File: config.mk
export PLATFORM = sky130hd
export DESIGN_NAME = hbi_host_bus
export DESIGN_NICKNAME = d
export VERILOG_FILES = /design/src/design/hbi_pkg.sv /design/src/design/hbi_host_bus.sv
export SDC_FILE = /design/constraint.sdc
export NUM_CORES = 1
export LEC_CHECK = 0
export BUFFER_PORTS_ARGS = -buffer_cell sky130_fd_sc_hd__clkbuf_2
export CAP_MARGIN = 30
export CORE_MARGIN = 3
export CORE_UTILIZATION = 50
export CTS_CLUSTER_DIAMETER = 120
export DETAILED_ROUTE_END_ITERATION = 16
export HOLD_SLACK_MARGIN = 0.02
export PLACE_DENSITY = 0.72
export SETUP_SLACK_MARGIN = 0.02
export SKIP_LAST_GASP = 1
export SYNTH_ARGS = -nofsm -noshare
export SYNTH_HDL_FRONTEND = slang
export SYNTH_SLANG_ARGS = --single-unit
File: constraint.sdc
create_clock -name clk_sys -period 1.8 [get_ports clk_sys]
set_input_delay 0.36 -clock clk_sys [delete_from_list [all_inputs] [get_ports clk_sys]]
set_output_delay 0.36 -clock clk_sys [all_outputs]
set_load 0.02 [all_outputs]
File: src/design/hbi_pkg.sv
// Functional notes
// - hardware mode: pin is template bit one
// - hardware mode: pin is template bit zero
// - intel read only while read strobe low
// - motorola direction pin low write, high read
// - serial input sampled on rising shift clock
// - intel write data captured on strobe rise
// - motorola data strobe qualifies, read drives bus
// - serial write keeps serial output floating
// - serial read floats output during command byte
// - edge select picks serial output shift edge
// - intel ready high completes, low inserts waits
// - motorola acknowledge low when read data valid
// - motorola acknowledge low when write accepted
// - open drain interrupt low when source pending
// - non-muxed pins are data, driven on reads
// - muxed pins carry address then data
// - intel muxed address latched on latch fall
// - motorola muxed address latched on strobe fall
package hbi_pkg;
  // ============================================================
  // modes
  typedef enum logic [2:0] {
    HBI_HW = 3'h0,
    HBI_SERIAL = 3'h1,
    HBI_INTEL_NMX = 3'h2,
    HBI_INTEL_MX = 3'h3,
    HBI_MOTO_NMX = 3'h4,
    HBI_MOTO_MX = 3'h5
  } hbi_mode_e;
  localparam int ADDR_W = 5;
  localparam int DATA_W = 8;
  localparam int BIT_CNT_W = 4;
  localparam logic [3:0] CMD_BITS = 4'h8;
  localparam logic [3:0] FRAME_BITS = 4'hF;
  localparam int CMD_RW_BIT = 6;
  localparam int CMD_ADDR_LSB = 0;
  // ============================================================
  // register access request toward the core
  typedef struct packed {
    logic wrStb;
    logic rdStb;
    logic [ADDR_W-1:0] addr;
    logic [DATA_W-1:0] wdata;
  } hbi_req_s;
  // synchronised pin set
  typedef struct packed {
    logic csN;
    logic aleAs;
    logic rdRw;
    logic wrDs;
    logic serial_in;
    logic sclk;
    logic edge_select;
    logic [DATA_W-1:0] bus;
  } hbi_pins_s;
endpackage : hbi_pkg

File: src/design/hbi_host_bus.sv
`timescale 1ns/10ps
module hbi_host_bus (
  input wire logic clk_sys, // 40 MHz system clock
  input wire logic nrst, // synchronous reset, active low
  input wire hbi_pkg::hbi_mode_e mode, // host interface mode strap
  input wire logic csN, // chip select, active low
  input wire logic aleAs, // latch enable / address strobe pin
  input wire logic rdRw, // read strobe / direction / template bit 1
  input wire logic wrDs, // write strobe / data strobe / template bit 0
  input wire logic sclk, // serial shift clock pin
  input wire logic serial_in, // serial_in pin
  input wire logic edge_select, // edge_select pin
  input wire logic [hbi_pkg::ADDR_W-1:0] addrIn, // non-muxed address pins
  input wire logic [hbi_pkg::DATA_W-1:0] busIn, // data pins, input side
  output logic [hbi_pkg::DATA_W-1:0] busOut, // data pins, output side
  output logic busOeN, // data pin enable, low drives
  output logic sdoOut, // serial_out / ready / ack value
  output logic sdoOeN, // serial_out enable, low drives
  output logic irqOut, // irq_out level, always low when driven
  output logic irqOeN, // irq_out enable, low drives
  output logic [1:0] shapeSel, // template bits one and zero
  output hbi_pkg::hbi_req_s req, // access toward register core
  input wire logic [hbi_pkg::DATA_W-1:0] rdata, // read data from core
  input wire logic [1:0] irqSrc // two interrupt sources
);
  // ============================================================
  // state
  typedef struct packed {
    hbi_pkg::hbi_pins_s s1;
    hbi_pkg::hbi_pins_s s2;
    hbi_pkg::hbi_pins_s s3;
    logic [hbi_pkg::ADDR_W-1:0] addrS1;
    logic [hbi_pkg::ADDR_W-1:0] addrS2;
    logic [hbi_pkg::ADDR_W-1:0] addr;
    logic [hbi_pkg::DATA_W-1:0] shIn;
    logic [hbi_pkg::DATA_W-1:0] shOut;
    logic [hbi_pkg::BIT_CNT_W-1:0] bitCnt;
    logic serRead;
    logic serDrive;
    logic rdAct;
    logic [hbi_pkg::DATA_W-1:0] busOut;
    logic serial_out;
    logic [1:0] shape;
    hbi_pkg::hbi_req_s req;
    logic irq;
  } hbi_state_s;

  hbi_state_s st_r;
  hbi_state_s st_nxt;
  hbi_pkg::hbi_pins_s pinsNow;

  function automatic logic isMux(input hbi_pkg::hbi_mode_e m);
    return (m == hbi_pkg::HBI_INTEL_MX) || (m == hbi_pkg::HBI_MOTO_MX);
  endfunction : isMux

  function automatic logic isMoto(input hbi_pkg::hbi_mode_e m);
    return (m == hbi_pkg::HBI_MOTO_NMX) || (m == hbi_pkg::HBI_MOTO_MX);
  endfunction : isMoto

  function automatic logic isIntel(input hbi_pkg::hbi_mode_e m);
    return (m == hbi_pkg::HBI_INTEL_NMX) || (m == hbi_pkg::HBI_INTEL_MX);
  endfunction : isIntel

  logic sclkRise;
  logic sclkFall;
  logic sdoEdge;
  logic rdStrobe;
  logic wrStrobe;
  logic rdFall;
  logic wrRise;
  logic latchFall;
  logic csAct;
  logic [hbi_pkg::DATA_W-1:0] cmdByte;

  always_comb begin
    pinsNow.csN = csN;
    pinsNow.aleAs = aleAs;
    pinsNow.rdRw = rdRw;
    pinsNow.wrDs = wrDs;
    pinsNow.serial_in = serial_in;
    pinsNow.sclk = sclk;
    pinsNow.edge_select = edge_select;
    pinsNow.bus = busIn;
  end

  // ============================================================
  // edge detection on second and third stages only
  always_comb begin
    csAct = !st_r.s2.csN;
    // command byte as it stands once its last bit arrives
    cmdByte = {st_r.shIn[hbi_pkg::DATA_W-2:0], st_r.s2.serial_in};
    sclkRise = st_r.s2.sclk && !st_r.s3.sclk;
    sclkFall = !st_r.s2.sclk && st_r.s3.sclk;
    sdoEdge = st_r.s2.edge_select ? sclkFall : sclkRise;
    if (isMoto(mode)) begin
      rdStrobe = csAct && !st_r.s2.wrDs && st_r.s2.rdRw;
      wrStrobe = csAct && !st_r.s2.wrDs && !st_r.s2.rdRw;
      rdFall = rdStrobe && !(!st_r.s3.wrDs && st_r.s3.rdRw && !st_r.s3.csN);
      wrRise = !csAct || st_r.s2.wrDs ? (!st_r.s3.csN && !st_r.s3.wrDs && !st_r.s3.rdRw) : 1'b0;
    end else begin
      rdStrobe = csAct && !st_r.s2.rdRw;
      wrStrobe = csAct && !st_r.s2.wrDs;
      rdFall = rdStrobe && (st_r.s3.rdRw || st_r.s3.csN);
      wrRise = (st_r.s2.wrDs || !csAct) && !st_r.s3.wrDs && !st_r.s3.csN;
    end
    latchFall = !st_r.s2.aleAs && st_r.s3.aleAs;
  end

  // ============================================================
  // next state
  always_comb begin
    st_nxt = st_r;
    st_nxt.s1 = pinsNow;
    st_nxt.s2 = st_r.s1;
    st_nxt.s3 = st_r.s2;
    st_nxt.addrS1 = addrIn;
    st_nxt.addrS2 = st_r.addrS1;
    st_nxt.req.wrStb = 1'b0;
    st_nxt.req.rdStb = 1'b0;
    st_nxt.irq = |irqSrc;
    st_nxt.shape = 2'h0;
    case (mode)
      hbi_pkg::HBI_HW: begin
        st_nxt.shape = {st_r.s2.rdRw, st_r.s2.wrDs};
        st_nxt.rdAct = 1'b0;
        st_nxt.serDrive = 1'b0;
      end
      hbi_pkg::HBI_SERIAL: begin
        st_nxt.rdAct = 1'b0;
        if (!csAct) begin
          st_nxt.bitCnt = '0;
          st_nxt.serDrive = 1'b0;
          st_nxt.serRead = 1'b0;
        end else begin
          if (sclkRise) begin
            st_nxt.shIn = {st_r.shIn[hbi_pkg::DATA_W-2:0], st_r.s2.serial_in};
            st_nxt.bitCnt = (st_r.bitCnt == hbi_pkg::FRAME_BITS) ? st_r.bitCnt : st_r.bitCnt + 4'h1;
            if (st_r.bitCnt == hbi_pkg::CMD_BITS - 4'h1) begin
              st_nxt.serRead = cmdByte[hbi_pkg::CMD_RW_BIT];
              st_nxt.addr = cmdByte[hbi_pkg::CMD_ADDR_LSB +: hbi_pkg::ADDR_W];
              st_nxt.req.addr = cmdByte[hbi_pkg::CMD_ADDR_LSB +: hbi_pkg::ADDR_W];
              if (cmdByte[hbi_pkg::CMD_RW_BIT]) begin
                st_nxt.req.rdStb = 1'b1;
              end
            end
            if (st_r.bitCnt == hbi_pkg::FRAME_BITS && !st_r.serRead) begin
              st_nxt.req.wdata = {st_r.shIn[hbi_pkg::DATA_W-2:0], st_r.s2.serial_in};
              st_nxt.req.addr = st_r.addr;
              st_nxt.req.wrStb = 1'b1;
            end
          end
          // drive only in read data phase
          if (st_r.serRead && st_r.bitCnt >= hbi_pkg::CMD_BITS) begin
            st_nxt.serDrive = 1'b1;
          end
          if (st_r.req.rdStb) begin
            st_nxt.shOut = rdata;
          end else if (sdoEdge && st_r.serDrive) begin
            st_nxt.serial_out = st_r.shOut[hbi_pkg::DATA_W-1];
            st_nxt.shOut = {st_r.shOut[hbi_pkg::DATA_W-2:0], 1'b0};
          end else if (st_r.serRead && !st_r.serDrive && st_r.bitCnt >= hbi_pkg::CMD_BITS) begin
            st_nxt.serial_out = st_r.shOut[hbi_pkg::DATA_W-1];
            st_nxt.shOut = {st_r.shOut[hbi_pkg::DATA_W-2:0], 1'b0};
          end
        end
      end
      default: begin
        st_nxt.serDrive = 1'b0;
        if (isMux(mode) && latchFall && csAct) begin
          st_nxt.addr = st_r.s2.bus[hbi_pkg::ADDR_W-1:0];
        end else if (!isMux(mode)) begin
          st_nxt.addr = st_r.addrS2;
        end
        if (rdFall) begin
          st_nxt.req.addr = isMux(mode) ? st_r.addr : st_r.addrS2;
          st_nxt.req.rdStb = 1'b1;
        end
        if (st_r.req.rdStb) begin
          st_nxt.busOut = rdata;
          st_nxt.rdAct = 1'b1;
        end
        if (!rdStrobe) begin
          st_nxt.rdAct = 1'b0;
        end
        if (wrRise) begin
          st_nxt.req.wdata = st_r.s3.bus;
          st_nxt.req.addr = isMux(mode) ? st_r.addr : st_r.addrS2;
          st_nxt.req.wrStb = 1'b1;
        end
        if (isIntel(mode)) begin
          st_nxt.serial_out = !(rdStrobe && !st_r.rdAct);
        end else begin
          st_nxt.serial_out = !((rdStrobe && st_r.rdAct) || (wrStrobe && st_r.s3.wrDs == 1'b0 && !st_r.s3.csN));
        end
      end
    endcase
  end

  always_ff @(posedge clk_sys) begin
    if (!nrst) begin
      st_r <= '0;
      st_r.s1 <= '1;
      st_r.s2 <= '1;
      st_r.s3 <= '1;
      // shift clock idles low, so no false edge after reset
      st_r.s1.sclk <= 1'b0;
      st_r.s2.sclk <= 1'b0;
      st_r.s3.sclk <= 1'b0;
      st_r.serial_out <= 1'b1;
    end else begin
      st_r <= st_nxt;
    end
  end

  // ============================================================
  // outputs
  always_comb begin
    busOut = st_r.busOut;
    busOeN = !(st_r.rdAct && rdStrobe);
    sdoOut = st_r.serial_out;
    if (mode == hbi_pkg::HBI_SERIAL) begin
      sdoOeN = !(st_r.serDrive && csAct);
    end else if (mode == hbi_pkg::HBI_HW) begin
      sdoOeN = 1'b1;
    end else begin
      sdoOeN = !csAct;
    end
    irqOut = 1'b0;
    irqOeN = !st_r.irq;
    shapeSel = st_r.shape;
    req = st_r.req;
  end

  // ============================================================
  // checks
  // bus release
  a_bus_release: assert property (@(posedge clk_sys) disable iff (!nrst) !rdStrobe |-> busOeN)
    else $error("bus driven outside read");
  a_ser_write: assert property (@(posedge clk_sys) disable iff (!nrst)
    (mode == hbi_pkg::HBI_SERIAL && !st_r.serRead) |-> sdoOeN)
    else $error("serial output driven in write");
  a_irq_drive: assert property (@(posedge clk_sys) disable iff (!nrst) (|irqSrc) |=> !irqOeN)
    else $error("interrupt not asserted");
  a_shape_bit1: assert property (@(posedge clk_sys) disable iff (!nrst)
    (mode == hbi_pkg::HBI_HW) |=> shapeSel[1] == $past(st_r.s2.rdRw))
    else $error("template bit one wrong");
  a_shape_bit0: assert property (@(posedge clk_sys) disable iff (!nrst)
    (mode == hbi_pkg::HBI_HW) |=> shapeSel[0] == $past(st_r.s2.wrDs))
    else $error("template bit zero wrong");
  a_write_cap: assert property (@(posedge clk_sys) disable iff (!nrst)
    (isIntel(mode) && wrRise) |=> req.wrStb && req.wdata == $past(st_r.s3.bus))
    else $error("write data not captured");
  a_read_req: assert property (@(posedge clk_sys) disable iff (!nrst) req.rdStb |-> $past(csN, 3) == 1'b0 || mode == hbi_pkg::HBI_SERIAL)
    else $error("read without select");
  a_ready_wait: assert property (@(posedge clk_sys) disable iff (!nrst)
    (isIntel(mode) && rdFall) |=> !sdoOut ##[1:3] sdoOut)
    else $error("ready not released");

  a_ser_sample: assert property (@(posedge clk_sys) disable iff (!nrst)
    (mode == hbi_pkg::HBI_SERIAL && csAct && sclkRise) |=> st_r.shIn[0] == $past(st_r.s2.serial_in))
    else $error("serial input not sampled");

  a_ser_cmd: assert property (@(posedge clk_sys) disable iff (!nrst)
    (mode == hbi_pkg::HBI_SERIAL && csAct && sclkRise && st_r.bitCnt == hbi_pkg::CMD_BITS - 4'h1)
    |=> st_r.serRead == $past(cmdByte[hbi_pkg::CMD_RW_BIT]))
    else $error("serial direction not decoded");

  a_ser_cmd_float: assert property (@(posedge clk_sys) disable iff (!nrst)
    (mode == hbi_pkg::HBI_SERIAL && st_r.bitCnt < hbi_pkg::CMD_BITS) |-> sdoOeN)
    else $error("serial output driven in command");

  a_ser_shift: assert property (@(posedge clk_sys) disable iff (!nrst)
    (mode == hbi_pkg::HBI_SERIAL && csAct && sdoEdge && st_r.serDrive && !req.rdStb)
    |=> sdoOut == $past(st_r.shOut[hbi_pkg::DATA_W-1]))
    else $error("serial output not shifted");

  a_intel_wait: assert property (@(posedge clk_sys) disable iff (!nrst)
    (isIntel(mode) && rdStrobe && !st_r.rdAct) |=> !sdoOut)
    else $error("ready high before data");

  a_moto_rd_ack: assert property (@(posedge clk_sys) disable iff (!nrst)
    (isMoto(mode) && rdStrobe && st_r.rdAct) |=> !sdoOut)
    else $error("read not acknowledged");

  a_moto_wr_ack: assert property (@(posedge clk_sys) disable iff (!nrst)
    (isMoto(mode) && wrStrobe && !st_r.s3.wrDs && !st_r.s3.csN) |=> !sdoOut)
    else $error("write not acknowledged");

  a_moto_dir: assert property (@(posedge clk_sys) disable iff (!nrst)
    (isMoto(mode) && rdFall) |=> req.rdStb && !req.wrStb)
    else $error("direction not decoded");

  a_read_data: assert property (@(posedge clk_sys) disable iff (!nrst)
    ((isIntel(mode) || isMoto(mode)) && req.rdStb) |=> busOut == $past(rdata))
    else $error("read data not loaded");

  a_read_drive: assert property (@(posedge clk_sys) disable iff (!nrst)
    ((isIntel(mode) || isMoto(mode)) && rdStrobe && st_r.rdAct) |-> !busOeN)
    else $error("bus not driven in read");

  a_nmx_addr: assert property (@(posedge clk_sys) disable iff (!nrst)
    ((isIntel(mode) || isMoto(mode)) && !isMux(mode)) |=> st_r.addr == $past(st_r.addrS2))
    else $error("address pins not followed");

  a_mux_latch: assert property (@(posedge clk_sys) disable iff (!nrst)
    (isMux(mode) && latchFall && csAct) |=> st_r.addr == $past(st_r.s2.bus[hbi_pkg::ADDR_W-1:0]))
    else $error("address not latched");

  a_irq_release: assert property (@(posedge clk_sys) disable iff (!nrst)
    !(|irqSrc) |=> irqOeN && !irqOut)
    else $error("interrupt not released");

  a_hw_quiet: assert property (@(posedge clk_sys) disable iff (!nrst)
    (mode == hbi_pkg::HBI_HW) |-> sdoOeN && busOeN)
    else $error("pins driven in hardware mode");

  a_write_pulse: assert property (@(posedge clk_sys) disable iff (!nrst)
    req.wrStb |=> !req.wrStb)
    else $error("write pulse too long");
endmodule : hbi_host_bus

==> results.json <==
{
  "status": "completed",
  "coreArea_um2": 8380,
  "remaining_drc_errors": 0,
  "hpwl_mm": 6.31,
  "crit_buf_inv": 2,
  "antenna_cells": 0,
  "tns_ps": 0,
  "power_leakage_nw": 2.00,
  "synth-seq-cells": 107,
  "async_flop_share": 0,
  "internal_power_mw": 3.25,
  "synth_area_um2": 4380,
  "crit_fanout": 2,
  "pwr-share-seq": 0.574,
  "gr-total-overflow": 0,
  "die_x_um": 99.6,
  "place_area_um2": 4780,
  "hold_path.class": "input port to flop",
  "area_delta_synth_final_pct": 16.4,
  "nNetsFinal": 556,
  "cts_buffers": 9,
  "startpoint_type": "flop",
  "cts_root_buffer": "clkbuf_8",
  "ys_seq_area_frac": 0.489,
  "synth_ff_type": "dfxtp_1",
  "first_iter_violations": 206,
  "yosysWarnings": 0,
  "synth_edf_count": 0,
  "rsz0062_at_grt": "true",
  "fp.dieH_um": 99.6,
  "clk_pin_slew_ps": 110,
  "finalMaxSlewViolations": 0,
  "drtAntennaViolNets": 0,
  "ios": 65,
  "initial_utilization": 0.523,
  "wl_met2_mm": 4.02,
  "p_clk_frac": 0.354,
  "rows": 33,
  "insertion_delay_ps": 360,
  "grt_pass1_wl_mm": 14.5,
  "switching_share": 0.241,
  "cts_buffer_depth": 2,
  "cts_sinks": 107,
  "power_mw": 4.29,
  "rrSetupSlack_ps": 80,
  "clock.fmax_mhz": 568,
  "dr_wl_met3_um": 567,
  "cap_violations": 0,
  "met1_length_mm": 4.03,
  "grt_max_degree": 48,
  "max_stage_delay_ps": 330,
  "p_sw_mw": 1.03,
  "design.die.area_um2": 9920,
  "powerDensity_nw_per_um2": 840,
  "critical_path_class": "flop to output pin",
  "finClkSkew_ps": 10.1,
  "detail_route.wl_per_cell_um": 13.9,
  "period_needed_ps": 1760,
  "synthCells": 464,
  "power_frac_comb": 0.072,
  "highest_layer": "met4",
  "via_count": 3345,
  "fillers": 745,
  "slowest_stage": "dfxtp_2",
  "fin_util": 0.609,
  "critPathTopFamily": "flip-flops",
  "path_cells": "nand4bb_4 > o21a_4 > buf_6 > nor2_4 > nand2_2 > buf_8",
  "routed_wl_mm": 8.76,
  "critical_path_required_ps": 1440,
  "fin_crit_sh": 0.977,
  "io_buffers": 63,
  "drtPass1Iterations": 5,
  "yosysUniqueCellTypes": 56,
  "synth_nets": 501,
  "gp_congestion": 0.846,
  "first_global_vias": 3123,
  "fin_area_um2": 5100,
  "arrival_ps": 1400,
  "finalSetupViolations": 0,
  "antenna_found_initial": 0,
  "endpoint_kind": "output pin",
  "drive_gt1_frac": 0.265,
  "htreeDepth": 3,
  "ir_drop_mv": 0.481,
  "hold_viol_final": 0,
  "vias_per_cell": 5.32,
  "synthesis.area_per_instance_um2": 9.44,
  "cts_tree": "built",
  "grt.total_usage": 0.180
}
cells by family after synthesis:
family / share of synthesized area
multiplexers: 0.0274
AO/OA/AOI/OAI: 0.195
buffers and inverters: 0.0868
AND/OR/NAND/NOR: 0.193
flip-flops: 0.489
XOR/XNOR: 0.00200
other: 0.000856
adder cells (fa/ha/maj): 0.00571
area by class of cell:
| class | instances | area, um^2 | area share |
|---|---|---|---|
| Sequential cell | 107 | 2150 | 0.422 |
| Multi-Input combinational cell | 290 | 1920 | 0.377 |
| Timing Repair Buffer | 96 | 627 | 0.123 |
| Tap cell | 105 | 131 | 0.0258 |
| Clock buffer | 9 | 124 | 0.0243 |
| Clock inverter | 7 | 87.6 | 0.0172 |
| Inverter | 15 | 56.3 | 0.0110 |
sequential cells by signal, indices dropped and copies added, names as in the netlist:
register and flops:
busOut 8, cmdByte 8, req 15, sdoOut 1
shapeSel 2, st_nxt 34, st_r 39
path summary, 6_finish.rpt:
check / to / cells after the start / start
max: busOeN / 6 / st_nxt[76]$_SDFF_PN1_
min: st_nxt[82]$_SDFF_PN1_ / 2 / busIn[2]
max reg2reg: req[8]$_SDFFE_PN0P_ / 6 / st_nxt[76]$_SDFF_PN1_
min reg2reg: st_nxt[79]$_SDFF_PN1_ / 1 / st_nxt[94]$_SDFF_PN1_
power groups by stage:
stage	Combinational (mW)	Clock [mW]	Sequential, mW
2_1_floorplan	0.203	0	2.51
3_3_place_gp	0.290	0	2.52
3_5_place_dp	0.296	0	2.52
4_1_cts	0.302	1.57	2.46
5_1_grt	0.340	1.65	2.47
6_report	0.308	1.52	2.46
cells in the mapped netlist (9+ instances only):
| cell | n | area share |
|---|---|---|
| o21ai_0 | 18 | 0.021 |
| nand2_1 | 47 | 0.040 |
| a31oi_1 | 9 | 0.013 |
| nand2b_1 | 40 | 0.057 |
| buf_4 | 27 | 0.046 |
| mux2i_1 | 12 | 0.027 |
| clkbuf_1 | 17 | 0.015 |
| dfxtp_1 | 107 | 0.49 |
| nand3_1 | 11 | 0.013 |
| a22oi_1 | 14 | 0.024 |
| inv_1 | 14 | 0.012 |
| nor2_1 | 17 | 0.015 |
| a21oi_1 | 35 | 0.040 |
| and2_1 | 14 | 0.020 |
metrics by stage:
stage	worst slack (ps)	hold WS, ps	instances
finish	40.5	166	629
detailed placement	-154	392	610
CTS	-7.60	153	629
global route	-31.9	147	629
global placement	-97.8	391	610
floorplan	105	386	464
placed cells by master, fill, tap and decap left out, types with 2 or more instances in the layout:
cell type	n
dfxtp_1	104
clkbuf_2	62
nand2_1	45
nand2b_1	40
a21oi_1	35
buf_4	28
o21ai_0	18
nor2_1	16
inv_1	14
and2_1	14
a22oi_1	14
mux2i_1	12
nand3_1	11
a31oi_1	9
clkbuf_8	9
a211oi_1	8
a21o_1	6
a221oi_1	6
o21bai_1	5
buf_12	4
nor4_1	3
a2111oi_4	3
o22ai_1	3
inv_6	3
nor2_4	2
nand2_2	2
nor2b_1	2
nand3b_1	2
and3_1	2
o22ai_2	2
inv_8	2
dfxtp_4	2
metal layers:
| layer | GRT usage | vias up |
|---|---|---|
| met5 | 0 | - |
| met4 | 0.0683 | 0 |
| met3 | 0.0344 | 11 |
| met2 | 0.295 | 130 |
| met1 | 0.236 | 1516 |
| li1 | - | 1688 |
timing repair:
| item | 4_1_cts | 5_1_grt |
|---|---|---|
| buffers inserted | 3 | 0 |
| resized for setup | 7 | 14 |
| hold buffers | 0 | 0 |
| pin swaps | 4 | 1 |
| setup endpoints to repair | 6 | 24 |
No activity file was read; power rests on OpenSTA's default activity.
